## src/include/tec_pkg.sv

```systemverilog
package tec_pkg;
   // Register byte addresses
   localparam logic [7:0] ADDR_CTRL_THREE = 8'h00;
   localparam logic [7:0] ADDR_CTRL_TWO   = 8'h04;
   localparam logic [7:0] ADDR_PIN_ONE    = 8'h08;
   localparam logic [7:0] ADDR_PIN_TWO    = 8'h0c;
   localparam logic [7:0] ADDR_PER_FRAC   = 8'h10;
   localparam logic [7:0] ADDR_PER_INT    = 8'h14;
   localparam logic [7:0] ADDR_TIME_NS    = 8'h18;
   localparam logic [7:0] ADDR_STATUS     = 8'h1c;
   localparam logic [7:0] ADDR_EVG1_CMD   = 8'h20;
   localparam logic [7:0] ADDR_EVG2_CMD   = 8'h24;
   // Tracking control field positions
   localparam int TRK_ON_BIT  = 0;
   localparam int TRK_SRC_LSB = 1;
   localparam int TRK_DIV_LSB = 4;
   localparam int TRK_PER_LSB = 12;
   localparam int TRK_LIM_LSB = 20;
   // Clock out control field positions
   localparam int CO_DIV_LSB = 0;
   localparam int CO_INV_BIT = 8;
   // Status field positions
   localparam int ST_CNT1_LSB = 8;
   localparam int ST_CNT2_LSB = 16;
   // Pin source selector codes
   localparam logic [3:0] PIN_SRC_NONE = 4'h0;
   localparam logic [3:0] PIN_SRC_CLKO = 4'h1;
   localparam logic [3:0] PIN_SRC_EVG1 = 4'h2;
   localparam logic [3:0] PIN_SRC_EVG2 = 4'h3;
   // Reset values
   localparam logic [31:0] CTRL_THREE_RST = 32'h0000_0000;
   localparam logic [31:0] CTRL_TWO_RST   = 32'h0000_0001;
   localparam logic [31:0] PIN_CFG_RST    = 32'h0000_0000;
   localparam logic [31:0] PER_FRAC_RST   = 32'h0000_0000;
   localparam logic [7:0]  PER_INT_RST    = 8'h08;
   // Event generator command entry
   localparam int         EVG_W       = 22;
   localparam int         EVG_DEPTH   = 16;
   localparam logic [4:0] EVG_FULL    = 5'h10;
   localparam int         DATA_LSB    = 0;
   localparam int         CODE_LSB    = 16;
   localparam int         DIS_BIT     = 20;
   localparam int         STAT_BIT    = 21;
   localparam logic [3:0] CMD_SET_REF = 4'h2;
   localparam logic [1:0] EDGE_RISE   = 2'h1;
   localparam logic [1:0] EDGE_FALL   = 2'h2;
   localparam logic [1:0] VAR_FIXED   = 2'h1;
   // Timing
   localparam int         CLK_PERIOD_NS = 40;
   localparam int         HIZ_DELAY_NS  = 8;
   localparam int         HIZ_CYC_CALC  = (HIZ_DELAY_NS + CLK_PERIOD_NS - 1) / CLK_PERIOD_NS;
   localparam logic [3:0] HIZ_DELAY_CYC = (HIZ_CYC_CALC < 1) ? 4'h1 : 4'(HIZ_CYC_CALC);

   typedef enum logic {EG_IDLE, EG_WAIT} tec_eg_state_t;
endpackage : tec_pkg

```

## src/include/tec_evg_if.sv

```systemverilog
`timescale 1ns/1ps
interface tec_evg_if;
   logic        push;
   logic [21:0] cmd;
   logic [31:0] acc_ns;
   logic        full;
   logic [4:0]  count;
   logic        lvl;
   logic        oe;
   logic        done;

   modport ctl (output push, output cmd, output acc_ns,
                input full, input count, input lvl, input oe, input done);
   modport gen (input push, input cmd, input acc_ns,
                output full, output count, output lvl, output oe, output done);
endinterface : tec_evg_if

```

## src/hdl/tec_event_gen.sv

```systemverilog
`timescale 1ns/1ps
module tec_event_gen
   import tec_pkg::*;
(
   input wire logic clk_sys,
   input wire logic sys_rst,
   tec_evg_if.gen   evg
);
   logic [EVG_W-1:0] fifo_mem [EVG_DEPTH];
   logic [3:0]       wr_ptr_r;
   logic [3:0]       rd_ptr_r;
   logic [4:0]       count_r;
   logic [EVG_W-1:0] head;
   logic [EVG_W-1:0] cur_r;
   logic [31:0]      ref_r;
   logic [31:0]      target_r;
   logic [3:0]       hz_cnt_r;
   logic             lvl_r;
   logic             oe_r;
   logic             done_r;
   logic             push_ok;
   logic             pop;
   logic             fire;
   logic             head_is_ref;
   logic             head_is_edge;
   tec_eg_state_t    state_r;

   assign head         = fifo_mem[rd_ptr_r];
   assign head_is_ref  = head[CODE_LSB +: 4] == CMD_SET_REF;
   assign head_is_edge = (head[CODE_LSB+2 +: 2] != 2'h0) && (head[CODE_LSB +: 2] != 2'h0);
   assign push_ok      = evg.push && (count_r != EVG_FULL);
   assign pop          = (state_r == EG_IDLE) && (count_r != 5'h00);
   assign fire         = (state_r == EG_WAIT) && ($signed(evg.acc_ns - target_r) >= 0);

   always_ff @(posedge clk_sys) begin
      if (push_ok) begin
         fifo_mem[wr_ptr_r] <= evg.cmd;
      end
   end

   always_ff @(posedge clk_sys) begin
      if (sys_rst) begin
         wr_ptr_r <= 4'h0;
         rd_ptr_r <= 4'h0;
         count_r  <= 5'h00;
      end else begin
         if (push_ok) begin
            wr_ptr_r <= wr_ptr_r + 4'h1;
         end
         if (pop) begin
            rd_ptr_r <= rd_ptr_r + 4'h1;
         end
         if (push_ok && !pop) begin
            count_r <= count_r + 5'h01;
         end else if (pop && !push_ok) begin
            count_r <= count_r - 5'h01;
         end
      end
   end

   always_ff @(posedge clk_sys) begin
      if (sys_rst) begin
         state_r  <= EG_IDLE;
         cur_r    <= '0;
         ref_r    <= 32'h0000_0000;
         target_r <= 32'h0000_0000;
      end else begin
         unique case (state_r)
            EG_IDLE: begin
               if (pop && head_is_ref) begin
                  ref_r <= evg.acc_ns;
               end else if (pop && head_is_edge) begin
                  cur_r    <= head;
                  target_r <= ref_r + {16'h0000, head[DATA_LSB +: 16]};
                  state_r  <= EG_WAIT;
               end
            end
            EG_WAIT: begin
               if (fire) begin
                  if (cur_r[CODE_LSB +: 2] != VAR_FIXED) begin
                     ref_r <= target_r;
                  end
                  state_r <= EG_IDLE;
               end
            end
         endcase
      end
   end

   always_ff @(posedge clk_sys) begin
      if (sys_rst) begin
         lvl_r    <= 1'b0;
         oe_r     <= 1'b0;
         done_r   <= 1'b0;
         hz_cnt_r <= 4'h0;
      end else begin
         done_r <= (fire && cur_r[STAT_BIT]) || (pop && head_is_ref && head[STAT_BIT]);
         if (fire) begin
            unique case (cur_r[CODE_LSB+2 +: 2])
               EDGE_RISE: lvl_r <= 1'b1;
               EDGE_FALL: lvl_r <= 1'b0;
               default:   lvl_r <= ~lvl_r;
            endcase
            oe_r     <= 1'b1;
            hz_cnt_r <= cur_r[DIS_BIT] ? HIZ_DELAY_CYC : 4'h0;
         end else if (hz_cnt_r != 4'h0) begin
            hz_cnt_r <= hz_cnt_r - 4'h1;
            if (hz_cnt_r == 4'h1) begin
               oe_r <= 1'b0;
            end
         end
      end
   end

   assign evg.full  = count_r == EVG_FULL;
   assign evg.count = count_r;
   assign evg.lvl   = lvl_r;
   assign evg.oe    = oe_r;
   assign evg.done  = done_r;

   chk_fifo_full_drop: assert property (@(posedge clk_sys) disable iff (sys_rst)
      (count_r == EVG_FULL) && !pop |=> count_r == EVG_FULL && wr_ptr_r == $past(wr_ptr_r))
      else $error("push into full fifo changed it");
   chk_fifo_push_count: assert property (@(posedge clk_sys) disable iff (sys_rst)
      evg.push && !evg.full && !pop |=> count_r == $past(count_r) + 5'h01)
      else $error("accepted push not counted");
   chk_hiz_after_event: assert property (@(posedge clk_sys) disable iff (sys_rst)
      fire && cur_r[DIS_BIT] |=> oe_r ##1 !oe_r)
      else $error("pin did not release one cycle after event");
   chk_abs_ref_latch: assert property (@(posedge clk_sys) disable iff (sys_rst)
      pop && head_is_ref |=> ref_r == $past(evg.acc_ns) && state_r == EG_IDLE)
      else $error("reference not latched from time");
endmodule : tec_event_gen

```

## src/hdl/tec_time_engine_out.sv

```systemverilog
// The plain strobed port and the register addresses were chosen for this implementation.
`timescale 1ns/1ps
module tec_time_engine_out
   import tec_pkg::*;
(
   input  wire logic        clk_sys,
   input  wire logic        sys_rst,
   input  wire logic [7:0]  reg_addr,
   input  wire logic [31:0] reg_wdata,
   input  wire logic        reg_wr,
   input  wire logic        reg_rd,
   output logic      [31:0] reg_rdata,
   input  wire logic [7:0]  gpio_in,
   output logic      [7:0]  gpio_out,
   output logic      [7:0]  gpio_oe,
   output logic             time_clock_output,
   output logic      [2:0]  time_clock_edge_phase
);
   logic        [31:0] time_ctrl_reg_three_r;
   logic        [31:0] time_ctrl_reg_two_r;
   logic        [31:0] pin_config_reg_one_r;
   logic        [31:0] pin_config_reg_two_r;
   logic        [31:0] per_frac_r;
   logic        [7:0]  per_int_r;
   logic        [1:0]  time_latched_status_r;
   logic        [31:0] rdata_r;
   logic        [31:0] rd_mux;
   logic        [63:0] acc_r;
   logic               time_wr;
   logic        [39:0] period;
   logic               ext_tracking_mode_on;
   logic        [2:0]  tracking_source_select;
   logic        [7:0]  tracking_prescaler;
   logic        [7:0]  tracking_nominal_period;
   logic        [7:0]  rate_step_limit;
   logic               tracking_clock_input;
   logic               trk_prev_r;
   logic        [7:0]  presc_cnt_r;
   logic               trk_armed_r;
   logic               div_edge;
   logic signed [47:0] base_r;
   logic signed [47:0] base_sum;
   logic signed [47:0] pend_r;
   logic signed [47:0] nom_fx;
   logic signed [47:0] lim_fx;
   logic signed [47:0] adj;
   logic signed [47:0] inc;
   logic        [7:0]  clock_out_divisor;
   logic               clock_out_invert;
   logic signed [47:0] half_fx;
   logic signed [47:0] co_sum;
   logic signed [47:0] co_rem;
   logic signed [47:0] co_acc_r;
   logic               co_toggle;
   logic               co_lvl_r;
   logic               clko_r;
   logic        [2:0]  phase_r;
   logic        [31:0] pin_cfg;
   logic        [7:0]  gpio_out_r;
   logic        [7:0]  gpio_oe_r;

   tec_evg_if evg1_if ();
   tec_evg_if evg2_if ();

   function automatic logic signed [47:0] clamp_mag(input logic signed [47:0] v,
                                                    input logic signed [47:0] l);
      if (v > l) begin
         return l;
      end else if (v < -l) begin
         return -l;
      end
      return v;
   endfunction : clamp_mag

   // Register file
   always_ff @(posedge clk_sys) begin
      if (sys_rst) begin
         time_ctrl_reg_three_r <= CTRL_THREE_RST;
         time_ctrl_reg_two_r   <= CTRL_TWO_RST;
         pin_config_reg_one_r  <= PIN_CFG_RST;
         pin_config_reg_two_r  <= PIN_CFG_RST;
         per_frac_r            <= PER_FRAC_RST;
         per_int_r             <= PER_INT_RST;
      end else if (reg_wr) begin
         unique case (reg_addr)
            ADDR_CTRL_THREE: time_ctrl_reg_three_r <= reg_wdata;
            ADDR_CTRL_TWO:   time_ctrl_reg_two_r   <= reg_wdata;
            ADDR_PIN_ONE:    pin_config_reg_one_r  <= reg_wdata;
            ADDR_PIN_TWO:    pin_config_reg_two_r  <= reg_wdata;
            ADDR_PER_FRAC:   per_frac_r            <= reg_wdata;
            ADDR_PER_INT:    per_int_r             <= reg_wdata[7:0];
            default: ;
         endcase
      end
   end

   // Done flags: write one clears, new event wins
   always_ff @(posedge clk_sys) begin
      if (sys_rst) begin
         time_latched_status_r <= 2'h0;
      end else begin
         time_latched_status_r <= (time_latched_status_r
                                   & ~((reg_wr && reg_addr == ADDR_STATUS) ? reg_wdata[1:0] : 2'h0))
                                  | {evg2_if.done, evg1_if.done};
      end
   end

   always_comb begin
      rd_mux = 32'h0000_0000;
      unique case (reg_addr)
         ADDR_CTRL_THREE: rd_mux = time_ctrl_reg_three_r;
         ADDR_CTRL_TWO:   rd_mux = time_ctrl_reg_two_r;
         ADDR_PIN_ONE:    rd_mux = pin_config_reg_one_r;
         ADDR_PIN_TWO:    rd_mux = pin_config_reg_two_r;
         ADDR_PER_FRAC:   rd_mux = per_frac_r;
         ADDR_PER_INT:    rd_mux = {24'h00_0000, per_int_r};
         ADDR_TIME_NS:    rd_mux = acc_r[63:32];
         ADDR_STATUS: begin
            rd_mux[1:0]                = time_latched_status_r;
            rd_mux[ST_CNT1_LSB +: 5]   = evg1_if.count;
            rd_mux[ST_CNT2_LSB +: 5]   = evg2_if.count;
         end
         default: rd_mux = 32'h0000_0000;
      endcase
   end

   always_ff @(posedge clk_sys) begin
      if (sys_rst) begin
         rdata_r <= 32'h0000_0000;
      end else begin
         rdata_r <= reg_rd ? rd_mux : 32'h0000_0000;
      end
   end

   assign reg_rdata = rdata_r;

   // Tracking control fields
   assign ext_tracking_mode_on    = time_ctrl_reg_three_r[TRK_ON_BIT];
   assign tracking_source_select  = time_ctrl_reg_three_r[TRK_SRC_LSB +: 3];
   assign tracking_prescaler      = time_ctrl_reg_three_r[TRK_DIV_LSB +: 8];
   assign tracking_nominal_period = time_ctrl_reg_three_r[TRK_PER_LSB +: 8];
   assign rate_step_limit         = time_ctrl_reg_three_r[TRK_LIM_LSB +: 8];
   assign period                  = {per_int_r, per_frac_r};

   // Prescaled edge of the selected pin
   assign tracking_clock_input = gpio_in[tracking_source_select];
   assign div_edge = ext_tracking_mode_on && tracking_clock_input && !trk_prev_r
                     && (presc_cnt_r + 8'h01 >= tracking_prescaler);

   always_ff @(posedge clk_sys) begin
      if (sys_rst) begin
         trk_prev_r  <= 1'b0;
         presc_cnt_r <= 8'h00;
      end else begin
         trk_prev_r <= tracking_clock_input;
         if (!ext_tracking_mode_on || div_edge) begin
            presc_cnt_r <= 8'h00;
         end else if (tracking_clock_input && !trk_prev_r) begin
            presc_cnt_r <= presc_cnt_r + 8'h01;
         end
      end
   end

   // Phase error: nominal edge spacing minus period-based time elapsed
   assign nom_fx   = {8'h00, tracking_nominal_period, 32'h0000_0000};
   assign lim_fx   = {8'h00, rate_step_limit, 32'h0000_0000};
   assign base_sum = base_r + {8'h00, period};
   assign adj      = ext_tracking_mode_on ? clamp_mag(pend_r, lim_fx) : 48'sh0;
   assign inc      = {8'h00, period} + adj;

   always_ff @(posedge clk_sys) begin
      if (sys_rst) begin
         base_r      <= 48'sh0;
         pend_r      <= 48'sh0;
         trk_armed_r <= 1'b0;
      end else if (!ext_tracking_mode_on) begin
         base_r      <= 48'sh0;
         pend_r      <= 48'sh0;
         trk_armed_r <= 1'b0;
      end else if (div_edge) begin
         base_r      <= 48'sh0;
         trk_armed_r <= 1'b1;
         pend_r      <= trk_armed_r ? pend_r - adj + (nom_fx - base_sum) : pend_r - adj;
      end else begin
         base_r <= base_sum;
         pend_r <= pend_r - adj;
      end
   end

   // Accumulator: only its rate is steered, the clock is untouched
   assign time_wr = reg_wr && (reg_addr == ADDR_TIME_NS);

   always_ff @(posedge clk_sys) begin
      if (sys_rst) begin
         acc_r <= 64'h0;
      end else if (time_wr) begin
         acc_r <= {reg_wdata, 32'h0000_0000};
      end else begin
         acc_r <= acc_r + {{16{inc[47]}}, inc};
      end
   end

   // Clock output generator
   assign clock_out_divisor = (time_ctrl_reg_two_r[CO_DIV_LSB +: 8] == 8'h00)
                              ? 8'h01 : time_ctrl_reg_two_r[CO_DIV_LSB +: 8];
   assign clock_out_invert  = time_ctrl_reg_two_r[CO_INV_BIT];
   assign half_fx   = {6'h00, clock_out_divisor, 2'b00, 32'h0000_0000};
   assign co_sum    = co_acc_r + inc;
   assign co_rem    = co_sum - half_fx;
   assign co_toggle = co_sum >= half_fx;

   always_ff @(posedge clk_sys) begin
      if (sys_rst) begin
         co_acc_r <= 48'sh0;
         co_lvl_r <= 1'b0;
         phase_r  <= 3'h0;
      end else if (time_wr) begin
         co_acc_r <= 48'sh0;
         co_lvl_r <= 1'b0;
         phase_r  <= 3'h0;
      end else if (co_toggle) begin
         co_acc_r <= (co_rem >= half_fx) ? 48'sh0 : co_rem;
         co_lvl_r <= ~co_lvl_r;
         phase_r  <= 3'h7 - co_rem[34:32];
      end else begin
         co_acc_r <= co_sum;
      end
   end

   always_ff @(posedge clk_sys) begin
      if (sys_rst) begin
         clko_r <= 1'b0;
      end else begin
         clko_r <= (time_wr ? 1'b0 : (co_lvl_r ^ co_toggle)) ^ clock_out_invert;
      end
   end

   assign time_clock_output     = clko_r;
   assign time_clock_edge_phase = phase_r;

   // Event generators
   assign evg1_if.push   = reg_wr && (reg_addr == ADDR_EVG1_CMD);
   assign evg1_if.cmd    = reg_wdata[EVG_W-1:0];
   assign evg1_if.acc_ns = acc_r[63:32];
   assign evg2_if.push   = reg_wr && (reg_addr == ADDR_EVG2_CMD);
   assign evg2_if.cmd    = reg_wdata[EVG_W-1:0];
   assign evg2_if.acc_ns = acc_r[63:32];

   tec_event_gen u_evg1 (
      .clk_sys (clk_sys),
      .sys_rst (sys_rst),
      .evg     (evg1_if)
   );

   tec_event_gen u_evg2 (
      .clk_sys (clk_sys),
      .sys_rst (sys_rst),
      .evg     (evg2_if)
   );

   // Pin routing, four bits per pin
   assign pin_cfg = {pin_config_reg_two_r[15:0], pin_config_reg_one_r[15:0]};

   always_ff @(posedge clk_sys) begin
      if (sys_rst) begin
         gpio_out_r <= 8'h00;
         gpio_oe_r  <= 8'h00;
      end else begin
         for (int i = 0; i < 8; i++) begin
            unique case (pin_cfg[i*4 +: 4])
               PIN_SRC_CLKO: begin
                  gpio_out_r[i] <= clko_r;
                  gpio_oe_r[i]  <= 1'b1;
               end
               PIN_SRC_EVG1: begin
                  gpio_out_r[i] <= evg1_if.lvl;
                  gpio_oe_r[i]  <= evg1_if.oe;
               end
               PIN_SRC_EVG2: begin
                  gpio_out_r[i] <= evg2_if.lvl;
                  gpio_oe_r[i]  <= evg2_if.oe;
               end
               default: begin
                  gpio_out_r[i] <= 1'b0;
                  gpio_oe_r[i]  <= 1'b0;
               end
            endcase
         end
      end
   end

   assign gpio_out = gpio_out_r;
   assign gpio_oe  = gpio_oe_r;

   chk_inc_step_limit: assert property (@(posedge clk_sys) disable iff (sys_rst)
      ext_tracking_mode_on |-> (inc - $signed({8'h00, period}) <= lim_fx)
                            && (inc - $signed({8'h00, period}) >= -lim_fx))
      else $error("increment deviates beyond step limit");
   chk_inc_nominal: assert property (@(posedge clk_sys) disable iff (sys_rst)
      !ext_tracking_mode_on && !time_wr |=> acc_r == $past(acc_r) + {24'h0, $past(period)})
      else $error("accumulator not advancing by period");
   chk_done_latched: assert property (@(posedge clk_sys) disable iff (sys_rst)
      evg1_if.done |=> time_latched_status_r[0] ##1 1'b1)
      else $error("done event lost");
   chk_clkout_invert: assert property (@(posedge clk_sys) disable iff (sys_rst)
      $rose(clock_out_invert) && !co_toggle && !time_wr && $stable(co_lvl_r)
      |=> clko_r != $past(clko_r))
      else $error("invert did not flip clock output");
   chk_time_write_clko: assert property (@(posedge clk_sys) disable iff (sys_rst)
      time_wr |=> co_acc_r == 48'sh0 && !co_lvl_r && clko_r == $past(clock_out_invert))
      else $error("clock output ignored time write");
endmodule : tec_time_engine_out

```

## config.mk

```make
export PLATFORM = sky130hd
export DESIGN_NAME = tec_time_engine_out
export DESIGN_NICKNAME = d
export VERILOG_FILES = /design/src/include/tec_pkg.sv /design/src/include/tec_evg_if.sv /design/src/hdl/tec_event_gen.sv /design/src/hdl/tec_time_engine_out.sv
export SDC_FILE = /design/constraint.sdc
export NUM_CORES = 2
export LEC_CHECK = 0
export ABC_CLOCK_PERIOD_IN_PS = 27800
export BUFFER_PORTS_ARGS = -buffer_cell sky130_fd_sc_hd__buf_2
export CORE_UTILIZATION = 40
export CTS_CLUSTER_DIAMETER = 60
export DETAILED_ROUTE_END_ITERATION = 8
export PLACE_DENSITY = 0.58
export SLEW_MARGIN = 20
export SYNTH_ARGS = -nofsm -noshare
export SYNTH_HDL_FRONTEND = slang
export SYNTH_SLANG_ARGS = --single-unit
```

## constraint.sdc

```tcl
create_clock -name clk_sys -period 27.8 [get_ports clk_sys]
set_clock_uncertainty 0.15 [all_clocks]
set_input_delay 0 -clock clk_sys [delete_from_list [all_inputs] [get_ports clk_sys]]
set_output_delay 0 -clock clk_sys [all_outputs]
set_load 0.01 [all_outputs]
```

# Word level (Yosys, flattened, before mapping)

Memories as Yosys holds them, arrays and structs flattened. A register that Yosys moved wholly into a read port is not among the register bits.
Cells that the tools add are included.

Flip-flop bits (word level): 655
Bits in writable memories: 704
Input port bits: 52
Memories kept: 2

$add $sub $neg: 25
Reductions and logical operators: 70
Order comparisons: 8
Bitwise gates (word level): 14
Equality and inequality tests: 51
Muxes and demuxes: 80

Memory list:

| memory          | depth | width | rd ports | clocked after Yosys merged registers in | write ports | RTL line           | RTL |
|---|---|---|---|---|---|---|---|
| u_evg1.fifo_mem | 16    | 22    | 1        | 1                                       | 1           | tec_event_gen.sv:9 | `logic [EVG_W-1:0] fifo_mem [EVG_DEPTH];` |
| u_evg2.fifo_mem | 16    | 22    | 1        | 1                                       | 1           | tec_event_gen.sv:9 |  |

Operators by type and width:

| kind                | number |
|---|---|
| $mux 48             | 8 |
| $mux 32             | 6 |
| $pmux 32 s2         | 2 |
| $add 48x48->48      | 2 |
| $ge 48x43->1        | 2 |
| $eq 4x2->1 const B  | 18 |
| $pmux 5 s7          | 2 |
| $pmux 11 s6         | 1 |
| $add 32x16->32      | 2 |
| $add 64x64->64      | 1 |
| $ge 32x1->1 const B | 2 |
| $mux 64             | 1 |
| $sub 32x32->32      | 2 |
| $add 40x48->48      | 1 |
| $add 48x40->48      | 1 |
| $gt 48x41->1        | 1 |
| $lt 48x48->1        | 1 |
| $neg 40->48         | 1 |
| $pmux 1 s3          | 16 |
| $sub 41x48->48      | 1 |
| $sub 48x43->48      | 1 |
| $sub 48x48->48      | 1 |
| $pmux 6 s7          | 1 |
| $eq 4x1->1 const B  | 10 |
| other kinds (42)    | 164 |

# Logic depth before layout (Yosys ltp)

Depth after elaboration: 12
Mapped depth: 60
Mapped depth without buffers: 55

# By module

From an unflattened synthesis, not the netlist that was laid out.

Cells, all modules: 6815
Area total of the unflattened synthesis: 72468.3 um2

Modules (own cells, without submodules):

| module                 | times used | seq. area each (um2) | area each (um2) | cells each |
|---|---|---|---|---|
| tec_time_engine_out    | 1          | 8828.5               | 33845.0         | 4391 |
| tec_event_gen (u_evg1) | 1          | 12472.0              | 19372.3         | 1236 |
| tec_event_gen (u_evg2) | 1          | 12472.0              | 19251.0         | 1188 |

# Worst setup path after synthesis

No wires, ideal clock.

Path type: register -> register
Start: reg time_ctrl_reg_three_r[20]
End: reg co_acc_r[17]
Arrival time: 10.140 ns
Cell stages (with the launch flop): 59
Setup time: 0.066 ns
Setup slack: 17.445 ns
Path through: dfxtp_1 > inv_1 > ha_1 > nand3_1 > nor3_1 > xnor2_1 > ha_1 > a21o_1 > a221oi_1 > a211oi_1 > o22ai_1 > a21oi_1 > and3_1 > clkbuf_1 > clkbuf_1 > nand2_1 > inv_1 > ha_1 > [... 23 more ...] > ha_1 > fa_1 > inv_1 > ha_1 > nor2b_1 > o21a_1 > o21ai_0 > nand2b_1 > a21oi_1 > nor2b_1 > o21ai_0 > nand2b_1 > a211oi_1 > o211a_1 > nand4_1 > a31oi_4 > buf_2 > nor2b_1

Cells in the longest elaborated chain, start to end: 12

Ends and longest elaborated chain:

| item                     | RTL line                                             | RTL |
|---|---|---|
| start: declaration       | tec_time_engine_out.sv:19                            | `logic [31:0] time_ctrl_reg_three_r;` |
| start signal: assignment | tec_time_engine_out.sv:86                            | `ADDR_CTRL_THREE: time_ctrl_reg_three_r <= reg_wdata;` |
| $neg 40->48              | tec_time_engine_out.sv:69, tec_time_engine_out.sv:70 |  |
| $lt 48x48->1             | tec_time_engine_out.sv:69                            | `end else if (v < -l) begin` |
| $mux 1                   | tec_time_engine_out.sv:69                            |  |
| $mux 1                   | tec_time_engine_out.sv:67                            | `if (v > l) begin` |
| $mux 48 (*)              | tec_time_engine_out.sv:72                            | `return v;` |
| $mux 48 (*)              | tec_time_engine_out.sv:168                           | `assign adj = ext_tracking_mode_on ? clamp_mag(pend_r, lim_fx) : 48'sh0;` |
| $add 40x48->48 (*)       | tec_time_engine_out.sv:169                           | `assign inc = {8'h00, period} + adj;` |
| $add 48x48->48 (*)       | tec_time_engine_out.sv:208                           | `assign co_sum = co_acc_r + inc;` |
| $sub 48x43->48           | tec_time_engine_out.sv:209                           | `assign co_rem = co_sum - half_fx;` |
| $ge 48x43->1             | tec_time_engine_out.sv:222                           | `co_acc_r <= (co_rem >= half_fx) ? 48'sh0 : co_rem;` |
| $mux 48                  | tec_time_engine_out.sv:222                           |  |
| $mux 48 (*)              | tec_time_engine_out.sv:221                           | `end else if (co_toggle) begin` |
| end signal: assignment   | tec_time_engine_out.sv:222                           |  |
| end signal: assignment   | tec_time_engine_out.sv:226                           | `co_acc_r <= co_sum;` |
| end: declaration         | tec_time_engine_out.sv:53                            | `logic signed [47:0] co_acc_r;` |

Every way passes the cells marked *; elsewhere a longest branch is shown, timed or not. The select of a mux whose other input is x is not followed.
A chain may end at the register's enable or synchronous reset.

# Final worst setup path

Start: reg time_ctrl_reg_three_r[20]
End: reg co_acc_r[20]

Same word-level chain as after synthesis.

==> results_dict.tcl <==
set metrics [dict create \
    status "complete, no violations" \
    die_x_um 424 \
    core-area_um2 177000 \
    worst_pin_slew_ps 1100 \
    grt_setup_unrepaired "false" \
    crit_required_ps 28340 \
    hpwl_mm 158 \
    regArea_um2 33800 \
    place_congestion 0.942 \
    reg2reg_setup_slack_ps 15130 \
    syn_nets 7261 \
    grt_max_degree 153 \
    synthCells 6694 \
    post-route-cell-area_um2 80800 \
    crit_path_start "time_ctrl_reg_three_r[20]" \
    maxCapViolCount 0 \
    grt-ovfl-total 0 \
    drt_iter0_markers 4960 \
    cp_top_family "compound AO/OA/AOI/OAI gates" \
    dieArea_um2 180000 \
    synth_seq_cells 1335 \
    firstDrtPassIters 8 \
    drive_gt1_frac 0.114 \
    antenna_found_initial 9 \
    cts_tree "done" \
    row_count 154 \
    nFillCells 16256 \
    max_clock_freq_mhz 78.9 \
    top_usage_layer "met2" \
    wirelength_mm 224 \
    grt_usage 0.245 \
    reg2reg_from "time_ctrl_reg_three_r[20]" \
    synthesis.area_um2 71400 \
    drv_slew 0 \
    hold_buffers 67 \
    power.leakage_nw 30.4 \
    cts_max_path_buffers 3 \
    critPathSlowestCell "fa_1" \
    numPortBuffers 103 \
    finalHoldViolations 0 \
    numCtsBuffers 156 \
    worst_ep_arrival_time_ps 13210 \
    yosysTopAreaCell "edfxtp_1" \
    critPathKind "reg2reg" \
    peakVddDrop_uv 69.2 \
    wl_per_cell_um 24.1 \
    crit_path_start_kind "register" \
    viasPerCell 5.73 \
    die_h_um 424 \
    ys_seq_area_frac 0.473 \
    grt_pass1_wl_mm 332 \
    yosysTopAreaCellShare 0.296 \
    hold_start "reg_wdata[21]" \
    grt_pass1_vias 51966 \
    cp-end-kind "register" \
    nets 7398 \
    use_met3 0.0368 \
    worst_hold_path_type "in2reg" \
    cp.buffers_inverters 6 \
    slowest_delay_ps 510 \
    synth_warnings 0 \
    ys_types 99 \
    ys.flop_type "edfxtp_1" \
    multi_input_area_um2 35600 \
    cts.clk_slew.worst_paths_ps 60 \
    fin_setup_tns_ps 0 \
    placed_cell_area_um2 74700 \
    cts_root_buf "clkbuf_16" \
    cp.depth 56 \
    timing.final.crit_share 0.456 \
    drc_errors 0 \
    relSlewSlack 0.266 \
    vias 53329 \
    cts_resized 0 \
    cp_max_fo 32 \
    setup_viol 0 \
    mostFrequentLayoutCell "nand2_1" \
    grt_use_met1 0.306 \
    htreeDepth 4 \
    ys_top_cells_by_area "edfxtp_1, dfxtp_1, ha_1, mux4_2, a21oi_1" \
    async_flop_share 0 \
    synth.avg_cell_area_um2 10.7 \
    final_cell_mix "nand2_1, edfxtp_1, dfxtp_1, a21oi_1, ha_1" \
    fin_crit_ps 12670 \
    post_cts_buffers 0 \
    worstSetupEndpoint "co_acc_r[20]" \
    rr_worst_depth 56 \
    num_io_pins 104 \
    met2_usage 0.410 \
    start_util 0.404 \
    cts_sinks 1335 \
    power_density_nw_per_um2 72.7 \
    synth_edf_count 704 \
    insertion_delay_ps 820 \
    r2r-end "co_acc_r[20]" \
    areaGrowthSynthToFinish_pct 13.2 \
    ant_nets 0 \
]
[cell families after synthesis]
| family | count (synthesis) | synth area share |
|---|---|---|
| muxes | 315 | 0.0833 |
| buffers and inverters | 572 | 0.0306 |
| xor gates and xnor gates | 367 | 0.0457 |
| DFF | 1335 | 0.473 |
| AOI/OAI and AO/OA | 1667 | 0.151 |
| adders and majority gates | 515 | 0.0923 |
| and+or+nand+nor | 1923 | 0.124 |
[synth_stat cells, types with 73 or more instances]
master and count:
xnor2_1 248, mux2i_1 83, o21ai_0 182, nor3_1 82, ha_1 496, a211oi_1 147
nand2_1 774, dfxtp_1 631, inv_1 274, mux4_2 222, nand3_1 108, xor2_1 116
a22oi_1 93, a21oi_1 616, clkbuf_1 255, a21o_1 209, edfxtp_1 704, nor2b_1 73
nor2_1 486
[layer usage]
layer  share of wire  routed length, um
met1            0.41              91600
met2            0.48             106000
met3           0.058              12900
met4           0.058              12900
met5        0.000058                 13
[worst min-delay path by stage]
stage | end | slack [ps] | depth (start not counted)
final | u_evg2.fifo_mem[12][21] | 50 | 2
after global routing | u_evg2.fifo_mem[7][21] | 30 | 2
after CTS | time_ctrl_reg_two_r[22] | 6 | 4
after detailed placement | time_ctrl_reg_two_r[31] | 190 | 3
after global placement | pin_config_reg_two_r[31] | 180 | 3
after floorplan | u_evg1.fifo_mem[0][0] | -50 | 0
[layout make-up]
| class | count | share of cell area |
|---|---|---|
| Multi-Input combinational cell | 4787 | 0.441 |
| Sequential cell | 1335 | 0.418 |
| Clock buffer | 203 | 0.0521 |
| Inverter | 274 | 0.0127 |
| Clock inverter | 82 | 0.0148 |
| Tap cell | 2340 | 0.0362 |
| Antenna cell | 2 | 0.0000620 |
| Timing Repair Buffer | 277 | 0.0252 |
[flip-flops by register name, summed over array words and instances, names as in the netlist, 5 cells and up, named ones only]
register / cells
acc_r: 64
base_r: 48
co_acc_r: 48
gpio_oe: 8
gpio_out: 8
pend_r: 48
per_frac_r: 32
per_int_r: 8
pin_config_reg_one_r: 32
pin_config_reg_two_r: 32
presc_cnt_r: 8
reg_rdata: 32
time_ctrl_reg_three_r: 32
time_ctrl_reg_two_r: 32
u_evg1.cur_r: 6
u_evg1.evg.count: 5
u_evg1.fifo_mem: 352
u_evg1.ref_r: 32
u_evg1.target_r: 32
u_evg2.cur_r: 6
u_evg2.evg.count: 5
u_evg2.fifo_mem: 352
u_evg2.ref_r: 32
u_evg2.target_r: 32
[metrics by stage]
stage / hold slack [ps] / utilization / power, mW / setup slack (ps) / instances
floorplan: -51.1 / - / 3.39 / 17440 / 6694
global placement: 177 / 0.423 / 3.74 / 14960 / 8945
detailed placement: 185 / 0.423 / 3.75 / 14910 / 8945
CTS: 5.85 / 0.457 / 5.91 / 14800 / 9297
global route: 27.8 / 0.457 / 6.15 / 13980 / 9298
finish: 52.4 / 0.457 / 5.88 / 15130 / 9300
[where the power goes]
| group | leakage [nW] | switching [mW] | internal (mW) |
|---|---|---|---|
| Clock | 2.59 | 0.882 | 1.26 |
| Combinational | 16.4 | 0.770 | 0.654 |
| Sequential | 11.4 | 0.132 | 2.17 |
(Power assumes the default switching activity.)
